<file path="config.mk">
export PLATFORM = sky130hd
export DESIGN_NAME = sfs_top
export DESIGN_NICKNAME = d
export VERILOG_FILES = /design/src/core/sfs_pkg.sv /design/src/core/sfs_can_mon.sv /design/src/core/sfs_sticky.sv /design/src/core/sfs_top.sv
export SDC_FILE = /design/constraint.sdc
export NUM_CORES = 1
export LEC_CHECK = 0
export BUFFER_PORTS_ARGS = -buffer_cell sky130_fd_sc_hd__buf_2
export CORE_MARGIN = 10
export CORE_UTILIZATION = 45
export DETAILED_ROUTE_END_ITERATION = 12
export HOLD_SLACK_MARGIN = 0.02
export PLACE_DENSITY = 0.74
export SLEW_MARGIN = 20
export SYNTH_ARGS = -nofsm -noshare
export SYNTH_HDL_FRONTEND = slang
export SYNTH_SLANG_ARGS = --single-unit
</file>
<file path="constraint.sdc">
create_clock -name clk_i -period 2.8 [get_ports clk_i]
set_clock_uncertainty 0.15 [all_clocks]
set_input_delay 0.42 -clock clk_i [delete_from_list [all_inputs] [get_ports clk_i]]
set_output_delay 0.42 -clock clk_i [all_outputs]
set_load 0.005 [all_outputs]
</file>
<file path="src/core/sfs_pkg.sv">
// package with register map, field layout and constants of the fault supervisor
package sfs_pkg;
  localparam int SFS_GROUPS = 2;
  localparam int SFS_CANS = 2;
  localparam logic [7:0] SFS_CAN_WARN_LIMIT = 8'h60;
  localparam logic [7:0] SFS_LEC_NONE = 8'h00;
  localparam int SFS_TEMP_LIMIT_C = 85;
  localparam logic [11:0] SFS_A_CTRL = 12'h000;
  localparam logic [11:0] SFS_A_STAT = 12'h004;
  localparam logic [11:0] SFS_A_FATAL = 12'h008;
  localparam logic [11:0] SFS_A_BREAK = 12'h00c;
  localparam logic [11:0] SFS_A_PERIPH = 12'h010;
  localparam logic [11:0] SFS_A_SHORT = 12'h014;
  localparam logic [11:0] SFS_A_SAFECFG = 12'h018;
  localparam logic [11:0] SFS_A_CAN0 = 12'h020;
  localparam logic [11:0] SFS_A_CAN1 = 12'h024;
  // ctrl bits
  localparam int SFS_C_MASTER = 0;
  localparam int SFS_C_CANSAFE_EN = 1;
  // status bits
  localparam int SFS_S_MASTER = 0;
  localparam int SFS_S_TEMP = 1;
  localparam int SFS_S_IO = 2;
  localparam int SFS_S_CROSS = 3;
  localparam int SFS_S_CANSAFE = 4;
  localparam int SFS_S_ANALOG = 5;
  localparam int SFS_S_POWER = 6;
  localparam int SFS_S_VOUT = 7;
  localparam int SFS_S_VREL = 8;
  localparam int SFS_S_BITS = 9;
  localparam int SFS_FATAL_BITS = 8;

  typedef struct packed {
    logic [SFS_S_BITS-1:0] stat;
    logic [SFS_FATAL_BITS-1:0] fatal;
    logic [SFS_GROUPS-1:0][7:0] brk;
    logic [SFS_GROUPS-1:0][7:0] per;
    logic [SFS_GROUPS-1:0][7:0] sht;
    logic [SFS_GROUPS-1:0][7:0] safecfg_in;
    logic [SFS_GROUPS-1:0][7:0] safecfg_out;
    logic cansafe_en;
    logic [31:0] prdata;
  } sfs_state_t;

  typedef struct packed {
    logic relay_on;
    logic led_red;
    logic outputs_off;
    logic error_n;
    logic cpu_halt;
    logic comm_off;
    logic diag_hold;
  } sfs_act_t;
endpackage : sfs_pkg

</file>
<file path="src/core/sfs_can_mon.sv">
// per-interface can status registers and warning threshold
`timescale 1ns/1ps
module sfs_can_mon import sfs_pkg::*; (
  input wire logic clk_i,
  input wire logic reset_i,
  input wire logic bus_off_i,
  input wire logic [7:0] rx_cnt_i,
  input wire logic [7:0] tx_cnt_i,
  input wire logic [7:0] lec_i,
  output logic [31:0] word_o
);
  logic warn;
  always_comb begin
    warn = (rx_cnt_i >= SFS_CAN_WARN_LIMIT) ||
           (tx_cnt_i >= SFS_CAN_WARN_LIMIT); // RULE15
  end
  // word layout from the top: warn, bus off, lec, tx count, rx count
  always_ff @(posedge clk_i) begin
    if (reset_i) begin
      word_o <= 32'h0000_0000;
    end else begin
      word_o <= {6'h00, warn, bus_off_i, lec_i, tx_cnt_i,
                 rx_cnt_i}; // RULE14 RULE16
    end
  end
  property p_warn;
    @(posedge clk_i) disable iff (reset_i)
    ((rx_cnt_i >= SFS_CAN_WARN_LIMIT) || (tx_cnt_i >= SFS_CAN_WARN_LIMIT))
      |=> word_o[25];
  endproperty
  a_warn: assert property (p_warn) // RULE15
    else $error("warning missing at threshold");
  property p_warnoff;
    @(posedge clk_i) disable iff (reset_i)
    ((rx_cnt_i < SFS_CAN_WARN_LIMIT) && (tx_cnt_i < SFS_CAN_WARN_LIMIT))
      |=> !word_o[25];
  endproperty
  a_warnoff: assert property (p_warnoff) // RULE15
    else $error("warning below threshold");
  property p_lec;
    @(posedge clk_i) disable iff (reset_i)
    (lec_i == SFS_LEC_NONE) |=> (word_o[23:16] == SFS_LEC_NONE);
  endproperty
  a_lec: assert property (p_lec) // RULE16
    else $error("error code not zero after clean transfer");
endmodule : sfs_can_mon

</file>
<file path="src/core/sfs_sticky.sv">
// sticky flag vector: set wins over software clear
`timescale 1ns/1ps
module sfs_sticky import sfs_pkg::*; #(
  parameter int W = 8
) (
  input wire logic clk_i,
  input wire logic reset_i,
  input wire logic [W-1:0] set_i,
  input wire logic [W-1:0] clr_i,
  output logic [W-1:0] q_o
);
  logic [W-1:0] next_q;
  always_comb begin
    next_q = (q_o & ~clr_i) | set_i; // RULE1 RULE21
  end
  always_ff @(posedge clk_i) begin
    if (reset_i) begin
      q_o <= '0;
    end else begin
      q_o <= next_q;
    end
  end
  property p_hold;
    @(posedge clk_i) disable iff (reset_i)
    ((($past(q_o) & ~$past(clr_i)) & ~q_o) == '0);
  endproperty
  a_hold: assert property (p_hold) // RULE1
    else $error("flag dropped without clear");
  property p_setwins;
    @(posedge clk_i) disable iff (reset_i)
    (|set_i) |=> ((q_o & $past(set_i)) == $past(set_i));
  endproperty
  a_setwins: assert property (p_setwins) // RULE21
    else $error("set lost against clear");
endmodule : sfs_sticky

</file>
<file path="src/core/sfs_top.sv">
// safety fault supervisor: fault classes, shutdown actions, apb registers
// Contract
// RULE1: flags stay set until software clears
// RULE2: software may set master error flag
// RULE3: slight faults only flag, no shutdown
// RULE4: byte flags per group, three fault types
// RULE5: safety-configured group faults become serious
// RULE6: master flag: led red, relay off
// RULE7: relay shutdown keeps output state registers
// RULE8: error pin low while master flag set
// RULE9: over-temperature flag above eighty five degrees
// RULE10: combined io flag plus cross flag
// RULE11: serious fault keeps cpu and comms running
// RULE12: serious fault suspends wire diagnosis
// RULE13: safe can fault: flag, outputs off, red
// RULE14: per can: bus-off, rx, tx counters
// RULE15: can warning at ninety six or more
// RULE16: last error code zero means none
// RULE17: eight fatal fault flags
// RULE18: fatal fault halts cpu and comms
// RULE19: test input turns fatal into serious
// RULE20: cleared master flag re-energises relay
// RULE21: detection beats same-cycle clear
`timescale 1ns/1ps
module sfs_top import sfs_pkg::*; (
  input wire logic clk_i,
  input wire logic reset_i,
  input wire logic psel,
  input wire logic penable,
  input wire logic pwrite,
  input wire logic [11:0] paddr,
  input wire logic [31:0] pwdata,
  output logic [31:0] prdata,
  output logic pready,
  output logic pslverr,
  input wire logic [SFS_GROUPS-1:0][7:0] output_wire_break_group_i,
  input wire logic [SFS_GROUPS-1:0][7:0] input_peripheral_fault_group_i,
  input wire logic [SFS_GROUPS-1:0][7:0] output_short_group_i,
  input wire logic over_temp_i,
  input wire logic cross_fault_i,
  input wire logic safety_output_cross_fault_i,
  input wire logic analog_fault_i,
  input wire logic power_fault_i,
  input wire logic output_supply_missing_i,
  input wire logic relay_supply_missing_i,
  input wire logic can_safe_fault_i,
  input wire logic [SFS_FATAL_BITS-1:0] fatal_fault_i,
  input wire logic test_mode_i,
  input wire logic [SFS_CANS-1:0] bus_off_flag_i,
  input wire logic [SFS_CANS-1:0][7:0] rx_fault_counter_i,
  input wire logic [SFS_CANS-1:0][7:0] tx_fault_counter_i,
  input wire logic [SFS_CANS-1:0][7:0] last_transfer_fault_code_i,
  output sfs_act_t act_o
);
  sfs_state_t r;
  sfs_state_t next_r;
  logic wr;
  logic rd;
  logic [SFS_S_BITS-1:0] stat_set;
  logic [SFS_S_BITS-1:0] stat_clr;
  logic [SFS_S_BITS-1:0] stat_q;
  logic [SFS_FATAL_BITS-1:0] fatal_clr;
  logic [SFS_FATAL_BITS-1:0] fatal_q;
  logic [3*SFS_GROUPS*8-1:0] grp_set;
  logic [3*SFS_GROUPS*8-1:0] grp_clr;
  logic [3*SFS_GROUPS*8-1:0] grp_q;
  logic [SFS_CANS-1:0][31:0] can_word;
  logic diag_hold;
  logic safe_grp;
  logic any_fatal;
  logic serious;

  function automatic logic hit(input logic [11:0] a, input logic [11:0] b);
    hit = (a == b);
  endfunction : hit

  assign wr = psel && penable && pwrite;
  assign rd = psel && !penable && !pwrite;
  assign pready = 1'b1;
  assign prdata = r.prdata;

  genvar gc;
  generate
    for (gc = 0; gc < SFS_CANS; gc++) begin : g_can
      sfs_can_mon u_can (
        .clk_i(clk_i),
        .reset_i(reset_i),
        .bus_off_i(bus_off_flag_i[gc]),
        .rx_cnt_i(rx_fault_counter_i[gc]),
        .tx_cnt_i(tx_fault_counter_i[gc]),
        .lec_i(last_transfer_fault_code_i[gc]),
        .word_o(can_word[gc])
      );
    end
  endgenerate

  // diagnosis suspended while master flag or a fatal flag stands
  assign diag_hold = stat_q[SFS_S_MASTER] | any_fatal; // RULE12
  assign any_fatal = |fatal_q;

  always_comb begin
    safe_grp = 1'b0;
    for (int g = 0; g < SFS_GROUPS; g++) begin
      safe_grp = safe_grp |
        |(output_wire_break_group_i[g] & r.safecfg_out[g]) |
        |(output_short_group_i[g] & r.safecfg_out[g]) |
        |(input_peripheral_fault_group_i[g] & r.safecfg_in[g]); // RULE5
    end
    if (diag_hold) begin
      safe_grp = 1'b0; // RULE12
    end
  end

  always_comb begin
    grp_set = diag_hold ? '0 :
      {output_short_group_i, input_peripheral_fault_group_i,
       output_wire_break_group_i}; // RULE4 RULE12
    grp_clr = '0;
    if (wr && hit(paddr, SFS_A_BREAK)) begin
      grp_clr[SFS_GROUPS*8-1:0] = pwdata[SFS_GROUPS*8-1:0];
    end
    if (wr && hit(paddr, SFS_A_PERIPH)) begin
      grp_clr[2*SFS_GROUPS*8-1:SFS_GROUPS*8] = pwdata[SFS_GROUPS*8-1:0];
    end
    if (wr && hit(paddr, SFS_A_SHORT)) begin
      grp_clr[3*SFS_GROUPS*8-1:2*SFS_GROUPS*8] = pwdata[SFS_GROUPS*8-1:0];
    end
  end

  // slight faults never reach the master flag unless safety-configured
  always_comb begin
    stat_set = '0;
    stat_set[SFS_S_TEMP] = over_temp_i; // RULE9
    stat_set[SFS_S_IO] = !diag_hold && (cross_fault_i ||
      |output_wire_break_group_i || |output_short_group_i); // RULE10
    stat_set[SFS_S_CROSS] = safety_output_cross_fault_i; // RULE10
    stat_set[SFS_S_CANSAFE] = r.cansafe_en && can_safe_fault_i; // RULE13
    stat_set[SFS_S_ANALOG] = analog_fault_i;
    stat_set[SFS_S_POWER] = power_fault_i;
    stat_set[SFS_S_VOUT] = output_supply_missing_i;
    stat_set[SFS_S_VREL] = relay_supply_missing_i;
    stat_set[SFS_S_MASTER] = safe_grp || stat_set[SFS_S_CANSAFE] ||
      (wr && hit(paddr, SFS_A_CTRL) && pwdata[SFS_C_MASTER]); // RULE2 RULE5 RULE3
    stat_clr = '0;
    if (wr && hit(paddr, SFS_A_STAT)) begin
      stat_clr = pwdata[SFS_S_BITS-1:0]; // RULE1
    end
    fatal_clr = '0;
    if (wr && hit(paddr, SFS_A_FATAL)) begin
      fatal_clr = pwdata[SFS_FATAL_BITS-1:0];
    end
  end

  sfs_sticky #(.W(SFS_S_BITS)) u_stat (
    .clk_i(clk_i),
    .reset_i(reset_i),
    .set_i(stat_set),
    .clr_i(stat_clr),
    .q_o(stat_q)
  );
  sfs_sticky #(.W(SFS_FATAL_BITS)) u_fatal (
    .clk_i(clk_i),
    .reset_i(reset_i),
    .set_i(fatal_fault_i), // RULE17
    .clr_i(fatal_clr),
    .q_o(fatal_q)
  );
  sfs_sticky #(.W(3*SFS_GROUPS*8)) u_grp (
    .clk_i(clk_i),
    .reset_i(reset_i),
    .set_i(grp_set),
    .clr_i(grp_clr),
    .q_o(grp_q)
  );

  always_comb begin
    next_r = r;
    next_r.stat = stat_q;
    next_r.fatal = fatal_q;
    next_r.brk = grp_q[SFS_GROUPS*8-1:0];
    next_r.per = grp_q[2*SFS_GROUPS*8-1:SFS_GROUPS*8];
    next_r.sht = grp_q[3*SFS_GROUPS*8-1:2*SFS_GROUPS*8];
    if (wr && hit(paddr, SFS_A_CTRL)) begin
      next_r.cansafe_en = pwdata[SFS_C_CANSAFE_EN];
    end
    if (wr && hit(paddr, SFS_A_SAFECFG)) begin
      next_r.safecfg_in = pwdata[SFS_GROUPS*8-1:0];
      next_r.safecfg_out = pwdata[2*SFS_GROUPS*8-1:SFS_GROUPS*8];
    end
    if (rd) begin
      case (paddr)
        SFS_A_CTRL: next_r.prdata = {30'h0, r.cansafe_en,
                                     stat_q[SFS_S_MASTER]};
        SFS_A_STAT: next_r.prdata = 32'(stat_q);
        SFS_A_FATAL: next_r.prdata = 32'(fatal_q);
        SFS_A_BREAK: next_r.prdata = 32'(r.brk);
        SFS_A_PERIPH: next_r.prdata = 32'(r.per);
        SFS_A_SHORT: next_r.prdata = 32'(r.sht);
        SFS_A_SAFECFG: next_r.prdata = {r.safecfg_out, r.safecfg_in};
        SFS_A_CAN0: next_r.prdata = can_word[0];
        SFS_A_CAN1: next_r.prdata = can_word[1];
        default: next_r.prdata = 32'h0000_0000;
      endcase
    end
  end

  always_ff @(posedge clk_i) begin
    if (reset_i) begin
      r <= '0;
    end else begin
      r <= next_r;
    end
  end

  always_comb begin
    pslverr = 1'b0;
    if (psel && penable) begin
      case (paddr)
        SFS_A_CTRL, SFS_A_STAT, SFS_A_FATAL, SFS_A_BREAK, SFS_A_PERIPH,
        SFS_A_SHORT, SFS_A_SAFECFG, SFS_A_CAN0, SFS_A_CAN1: pslverr = 1'b0;
        default: pslverr = 1'b1;
      endcase
    end
  end

  // actions: only master, fatal or can-safety flags act, slight ones never
  assign serious = stat_q[SFS_S_MASTER] | stat_q[SFS_S_CANSAFE] | any_fatal;
  always_comb begin
    act_o.relay_on = !serious; // RULE6 RULE13 RULE20 RULE3
    act_o.led_red = serious; // RULE6 RULE13 RULE18 RULE20
    // relay cuts power only; output state registers live elsewhere untouched
    act_o.outputs_off = serious; // RULE7 RULE13 RULE18 RULE19
    act_o.error_n = !stat_q[SFS_S_MASTER]; // RULE8
    act_o.cpu_halt = any_fatal && !test_mode_i; // RULE11 RULE18 RULE19
    act_o.comm_off = any_fatal && !test_mode_i; // RULE11 RULE18 RULE19
    act_o.diag_hold = diag_hold; // RULE12
  end

  property p_errpin;
    @(posedge clk_i) disable iff (reset_i)
    act_o.error_n == !stat_q[SFS_S_MASTER];
  endproperty
  a_errpin: assert property (p_errpin) // RULE8
    else $error("error pin wrong");
  property p_relay;
    @(posedge clk_i) disable iff (reset_i)
    stat_q[SFS_S_MASTER] |-> !act_o.relay_on && act_o.led_red;
  endproperty
  a_relay: assert property (p_relay) // RULE6
    else $error("relay on under master flag");
  property p_swset;
    @(posedge clk_i) disable iff (reset_i)
    (wr && paddr == SFS_A_CTRL && pwdata[SFS_C_MASTER])
      |=> !act_o.relay_on;
  endproperty
  a_swset: assert property (p_swset) // RULE2
    else $error("software master set ignored");
  property p_slight;
    @(posedge clk_i) disable iff (reset_i)
    !serious |-> act_o.relay_on && !act_o.outputs_off;
  endproperty
  a_slight: assert property (p_slight) // RULE3
    else $error("shutdown without serious fault");
  property p_fatal;
    @(posedge clk_i) disable iff (reset_i)
    (any_fatal && !test_mode_i) |-> act_o.cpu_halt && act_o.comm_off;
  endproperty
  a_fatal: assert property (p_fatal) // RULE18
    else $error("fatal did not halt");
  property p_test;
    @(posedge clk_i) disable iff (reset_i)
    (any_fatal && test_mode_i) |-> !act_o.cpu_halt && act_o.outputs_off;
  endproperty
  a_test: assert property (p_test) // RULE19
    else $error("test mode fatal handling wrong");
  property p_cansafe;
    @(posedge clk_i) disable iff (reset_i)
    (r.cansafe_en && can_safe_fault_i)
      |=> stat_q[SFS_S_CANSAFE] && act_o.outputs_off;
  endproperty
  a_cansafe: assert property (p_cansafe) // RULE13
    else $error("can safety fault not acted on");
  property p_temp;
    @(posedge clk_i) disable iff (reset_i)
    over_temp_i |=> stat_q[SFS_S_TEMP];
  endproperty
  a_temp: assert property (p_temp) // RULE9
    else $error("temperature flag missing");
  property p_hold;
    @(posedge clk_i) disable iff (reset_i)
    diag_hold |=> ((grp_q & ~$past(grp_q)) == '0);
  endproperty
  a_hold: assert property (p_hold) // RULE12
    else $error("diagnosis not suspended");
  property p_relayback;
    @(posedge clk_i) disable iff (reset_i)
    (!stat_q[SFS_S_MASTER] && !stat_q[SFS_S_CANSAFE] && !any_fatal)
      |-> act_o.relay_on && !act_o.led_red;
  endproperty
  a_relayback: assert property (p_relayback) // RULE20
    else $error("relay not back after clear");
  property p_escal;
    @(posedge clk_i) disable iff (reset_i)
    (!diag_hold && |(output_short_group_i[0] & r.safecfg_out[0]))
      |=> stat_q[SFS_S_MASTER];
  endproperty
  a_escal: assert property (p_escal) // RULE5
    else $error("safety group fault not escalated");
  property p_ioheld;
    @(posedge clk_i) disable iff (reset_i)
    (diag_hold && !stat_q[SFS_S_IO]) |=> !stat_q[SFS_S_IO];
  endproperty
  a_ioheld: assert property (p_ioheld) // RULE12
    else $error("io diagnosis ran while suspended");
  property p_keep;
    @(posedge clk_i) disable iff (reset_i)
    (stat_q[SFS_S_TEMP] && !stat_clr[SFS_S_TEMP]) |=> stat_q[SFS_S_TEMP];
  endproperty
  a_keep: assert property (p_keep) // RULE1
    else $error("status flag cleared by itself");
  property p_wrclr;
    @(posedge clk_i) disable iff (reset_i)
    (wr && paddr == SFS_A_STAT && pwdata[SFS_S_TEMP] && !over_temp_i)
      |=> !stat_q[SFS_S_TEMP];
  endproperty
  a_wrclr: assert property (p_wrclr) // RULE1
    else $error("software clear ignored");
  property p_fatalset;
    @(posedge clk_i) disable iff (reset_i)
    (|fatal_fault_i) |=> any_fatal;
  endproperty
  a_fatalset: assert property (p_fatalset) // RULE17
    else $error("fatal flag missing");
  property p_quiet;
    @(posedge clk_i) disable iff (reset_i)
    (!serious && !wr && !safe_grp && !can_safe_fault_i && !(|fatal_fault_i))
      |=> act_o.relay_on && !act_o.led_red;
  endproperty
  a_quiet: assert property (p_quiet) // RULE3
    else $error("slight fault caused shutdown");
  property p_prhold;
    @(posedge clk_i) disable iff (reset_i)
    !rd |=> $stable(prdata);
  endproperty
  a_prhold: assert property (p_prhold)
    else $error("read data changed without read");
  property p_errfatal;
    @(posedge clk_i) disable iff (reset_i)
    (any_fatal && !stat_q[SFS_S_MASTER]) |-> act_o.error_n;
  endproperty
  a_errfatal: assert property (p_errfatal) // RULE8
    else $error("error pin low without master flag");
  property p_keeprun;
    @(posedge clk_i) disable iff (reset_i)
    (serious && !any_fatal) |-> !act_o.cpu_halt && !act_o.comm_off;
  endproperty
  a_keeprun: assert property (p_keeprun) // RULE11
    else $error("serious fault halted cpu");
endmodule : sfs_top

</file>
* Word level (Yosys, flattened, before mapping)
Index checks and enable logic that the tools add are counted.
** Word-level totals
- Flip-flop bits (word level) :: 242
- Latch bits :: 0
- Memory bits (writable) :: 0
- Bits in read-only memories :: 0
- Logic and storage cells :: 102
- Memories kept :: 0
** Operators by class
- Add/sub/neg operators :: 0
- Multipliers :: 0
- Div/mod/pow operators :: 0
- Magnitude comparators :: 4
- Equality and inequality tests :: 8
- Shifts and indexed selects :: 0
- Multiplexer cells :: 10
- Bitwise gates (word level) :: 23
- Reduce and logical (&&, ||, !) cells :: 38
** Operators by type and width (number)
- one-hot mux 32 bit (9 select lines) :: 1
- bitwise AND 8 bit :: 7
- OR reduction 8 bit :: 7
- bitwise AND 48 bit :: 1
- 2-to-1 mux 16 bit :: 3
- 2-to-1 mux 48 bit :: 1
- inverter 48 bit :: 1
- OR 48 bit :: 1
- == test 12 x 5 -> 1 bit (second input constant) :: 3
- >= comparator 8 x 7 -> 1 bit (second input constant) :: 4
- OR reduction 16 bit :: 2
- == test 12 x 4 -> 1 bit (second input constant) :: 2
- == test 12 x 6 -> 1 bit (second input constant) :: 2
- logical AND 1 bit :: 15
- == test 12 x 3 -> 1 bit (second input constant) :: 1
- logical NOT 12 bit :: 1
- bitwise AND 9 bit :: 1
- 2-to-1 mux 9 bit :: 1
- inverter 9 bit :: 1
- OR 9 bit :: 1
- OR reduction 9 bit :: 1
- 2-to-1 mux 8 bit :: 1
- inverter 8 bit :: 1
- OR 1 bit :: 8
- other kinds (4) :: 16

* Longest topological paths before layout
- Depth after elaboration :: 11
- Mapped depth :: 8
- Mapped depth without buffers :: 5

* Modules after synthesis
Synthesis repeated with hierarchy kept, for this count alone.
** Unflattened totals
- Cell total of the unflattened synthesis :: 1164
- Area total of the unflattened synthesis :: 10408.7 sq um
** Modules (own cells, without submodules)
- sfs_top :: times used 1, cells an instance 771, area an instance 6279.8 sq um, seq. area each 2262.2 sq um
- sfs_sticky (u_grp) :: times used 1, cells an instance 197, area an instance 1800.5 sq um, seq. area each 960.9 sq um
- sfs_can_mon :: times used 2, cells an instance 63, area an instance 759.5 sq um, seq. area each 520.5 sq um
- sfs_sticky (u_stat) :: times used 1, cells an instance 37, area an instance 427.9 sq um, seq. area each 180.2 sq um
- sfs_sticky (u_fatal) :: times used 1, cells an instance 33, area an instance 381.6 sq um, seq. area each 160.2 sq um

* Worst setup path before layout
No wires, ideal clock.
- Kind :: input to register
- Start :: input port paddr[3]
- End :: register u_stat.q_o[0]
- Arrival time :: 1.856 ns
- Required time :: 2.536 ns
- Slack :: 0.680 ns
- Stages on the path :: 6
- Cells stage by stage :: buf_6 > or4b_4 > nor4_4 > a21o_1 > a31oi_1 > a21o_1
** Between the ends
- Word-level cells in the longest chain between the ends :: 6
- Elaborated cells on any way between the ends :: 10
- Those cells by class :: eq/ne (1); mux (1); bitwise (3); reduce/logical (5)
** Ends and longest elaborated chain
- start, declared :: RTL line sfs_top.sv:31 : input wire logic [11:0] paddr,
- == test 12 x 3 -> 1 bit :: RTL line sfs_top.sv:74 : hit = (a == b);
- logical AND 1 bit :: RTL line sfs_top.sv:145 : if (wr && hit(paddr, SFS_A_STAT)) begin
- 2-to-1 mux 9 bit :: RTL line sfs_top.sv:145
- inverter 9 bit :: RTL line sfs_sticky.sv:14 : next_q = (q_o & ~clr_i) | set_i;
- bitwise AND 9 bit :: RTL line sfs_sticky.sv:14
- OR 9 bit * :: RTL line sfs_sticky.sv:14
- end signal, assigned :: RTL line sfs_sticky.sv:20 : q_o <= next_q;
- end, declared :: RTL line sfs_sticky.sv:10 : output logic [W-1:0] q_o
Mark *: on every way between the ends. The rest lies on a longest branch, timed or not.
A chain may end at the register's enable or synchronous reset.

==> flow_summary.yaml <==
run_status:
  outcome: "completed"
pwr:
  p_sw_w: 0.00161
  seqPwrFrac: 0.472
  power.density_nw_per_um2: 600
  vdd.ir_drop.worst_v: 0.000460
  p_leak_nw: 4.78
  comb_power_share: 0.077
  power.share.clock: 0.450
  p_sw_frac: 0.224
  p_int_w: 0.00556
routing:
  wl_met1_um: 12900
  first_pass_iters: 5
  drc: 0
  routed-wl-met3_um: 3390
  wl_per_cell_um: 21.5
  wl_met2_um: 15000
  vias_per_cell: 5.52
  drt_iter0_markers: 684
  num_vias: 8287
  ant_nets: 0
  routed.top_layer: "met4"
  finalWirelength_um: 32300
sta:
  post-route-period-util: 0.929
  worst_slew_pin_slew_ns: 0.639
  max_slew_margin: 0.570
  hold_viol: 0
  fin_tns_setup_ns: 0
  max_freq_ghz: 0.385
  rsz0062_at_grt: "no"
  period_minus_slack_ns: 2.60
  slew_violations: 0
  setup_violations: 0
cts:
  post_cts_buffers: 0
  clkLatencyLatePin_ns: 0.51
  cts.sinks: 230
  cts_root_buffer: "clkbuf_16"
  clock_path_buffers: 3
  clk_pin_slew_worst_paths_ns: 0.07
  cts_tree: "yes"
  cts-buffers-inserted: 24
  h-tree-depth: 1
finish:
  seqCellArea_um2: 4600
  design_area_um2: 11900
  fillers: 1693
  syn2layout_area_growth_pct: 31.5
  finalNetCount: 1380
  drive_above_1_share: 0.241
  multi_input_area_um2: 3930
yosys:
  ys_ff_latch: 230
  synth.most_common_cell: "dfxtp_1"
  synth_top_area_frac: 0.507
  syn-instance-count: 954
  synth_common_cells: "dfxtp_1 (230), nand2_1 (148), nor2b_1 (102)"
  synthFlopType: "dfxtp_1"
  syn_nets: 1118
  ys_seq_area_frac: 0.507
  synthArstFlopShare: 0
  synth_cell_types: 53
  synth_area_leader_cell: "dfxtp_1"
  synth_warnings: 0
  synth_area_um2: 9070
  syn_avg_cell_area_um2: 9.51
  synthTopCellsByArea: "dfxtp_1 (51%), nor2b_1 (7.0%), nand2_1 (6.1%)"
  synth_enable_flop_cells: 0
floorplanning:
  io_pins: 205
  dieArea_um2: 26200
  num_rows: 51
  initial_core_util: 0.462
  die_w_um: 162
  core-area_um2: 19700
  die_h_um: 162
placed_design:
  dpl_cell_area_um2: 10100
  globalplace.congestion: 0.930
  dp_hpwl_um: 22300
  portBuffers: 203
run:
  drv_cap: 0
worst_setup_path:
  worstPathRequired_ns: 2.23
  critPathCaptureType: "primary output"
  critical_path.slowest_cell: "dfxtp_1"
  critPathKind: "flop to primary output"
  startpoint_type: "flop"
  cp.arrival_ns: 2.03
  r2r_slack_ns: 0.59
  max_stage_delay_ns: 0.38
  worstPathMaxFanout: 4
  crit_chain: "nor4_2 > nand3_1 > or2_2 > inv_1 > buf_2"
min_path:
  hp-class: "primary input to flop"
global_routing:
  overflow: 0
  grt_pass1_wl_um: 49000
  gr-usage-all-layers: 0.236
  antenna_found_initial: 5
  grt_pass1_vias: 8434
  grt_max_degree: 88
==> repair_timing <==
action,4_1_cts,5_1_grt
endpoints found under the hold margin,98,1
hold buffers,97,1
gates resized for setup,0,2
endpoints found under the setup margin,0,3
==> cells by family after synthesis <==
group	after synthesis	share of synthesized area
multiplexers	42	0.0488
AND/OR/NAND/NOR	362	0.213
other	1	0.000413
flip-flops	230	0.507
buffers and inverters	94	0.0622
AO/OA/AOI/OAI	225	0.168
==> power by group through the flow <==
stage / clock network, W / registers, W / logic, W
3_5_place_dp: 0 / 0.00345 / 0.000422
4_1_cts: 0.00324 / 0.00338 / 0.000534
5_1_grt: 0.00338 / 0.00339 / 0.000587
2_1_floorplan: 0 / 0.00344 / 0.000192
3_3_place_gp: 0 / 0.00345 / 0.000418
6_report: 0.00323 / 0.00339 / 0.000552
==> cell type report <==
type,count,share of cell area
multi-input combinational,630,0.329
timing repair buffer,325,0.188
tap,265,0.0278
clock buffer,33,0.0591
antenna,5,0.00105
sequential,230,0.386
inverter,5,0.00157
clock inverter,7,0.00776
==> sequential cells by signal, indices dropped and copies added (netlist names) <==
register	cells
r	81
u_fatal.q_o	8
u_grp.q_o	48
u_stat.q_o	9
g_can.u_can.word_o	52
prdata	32
==> placed cells by master (no fill, tap or decap), types with 4 or more instances in the layout <==
cell type	instances
a221oi_1	15
or4_1	4
buf_2	202
nand4_1	10
mux2i_1	33
nor4_2	5
o21ai_0	37
a22o_1	59
o2bb2ai_1	7
buf_4	20
o22ai_1	4
inv_1	4
dfxtp_1	230
a22oi_1	16
nor2b_1	102
nor4_1	8
nor4_4	4
nor2_1	39
clkbuf_8	5
mux2_2	8
nand3_1	16
dlygate4sd3_1	98
diode_2	5
a211oi_1	7
a21oi_1	68
clkbuf_16	25
and4_1	4
buf_12	5
nand2_1	148
==> worst paths after layout <==
| path | startpoint | end | cells past startpoint |
|---|---|---|---|
| max | u_fatal.q_o[2] | act_o[6] | 5 |
| max reg2reg | r[41] | u_stat.q_o[0] | 5 |
| min | output_short_group_i[12] | u_grp.q_o[44] | 2 |
| min reg2reg | r[107] | prdata[10] | 2 |
==> stage by stage <==
step | utilization | worst slack [ns] | hold slack (ns) | power, W | std cells
3_5_place_dp | 0.516 | 0.331 | 0.292 | 0.00388 | 1357
5_1_grt | 0.607 | 0.0415 | 0.0236 | 0.00735 | 1498
6_report | 0.607 | 0.200 | 0.0219 | 0.00717 | 1500
4_1_cts | 0.606 | 0.0888 | 0.0201 | 0.00716 | 1494
2_1_floorplan | - | 0.680 | 0.275 | 0.00363 | 954
3_3_place_gp | 0.516 | 0.420 | 0.281 | 0.00387 | 1357
==> worst max-delay path, delay by kind of cell, from the launching register on <==
kind | cells | cell delay, ns
buffers and inverters | 2 | 0.15
flip-flops | 1 | 0.38
AND/OR/NAND/NOR | 3 | 0.99
==> per-layer routing <==
metal  up-vias  global-route usage
met5         -                   0
met4         0              0.0798
met3        80              0.0637
met2       466               0.382
met1      3897               0.298
li1       3844                   -
(Power assumes the default switching activity.)
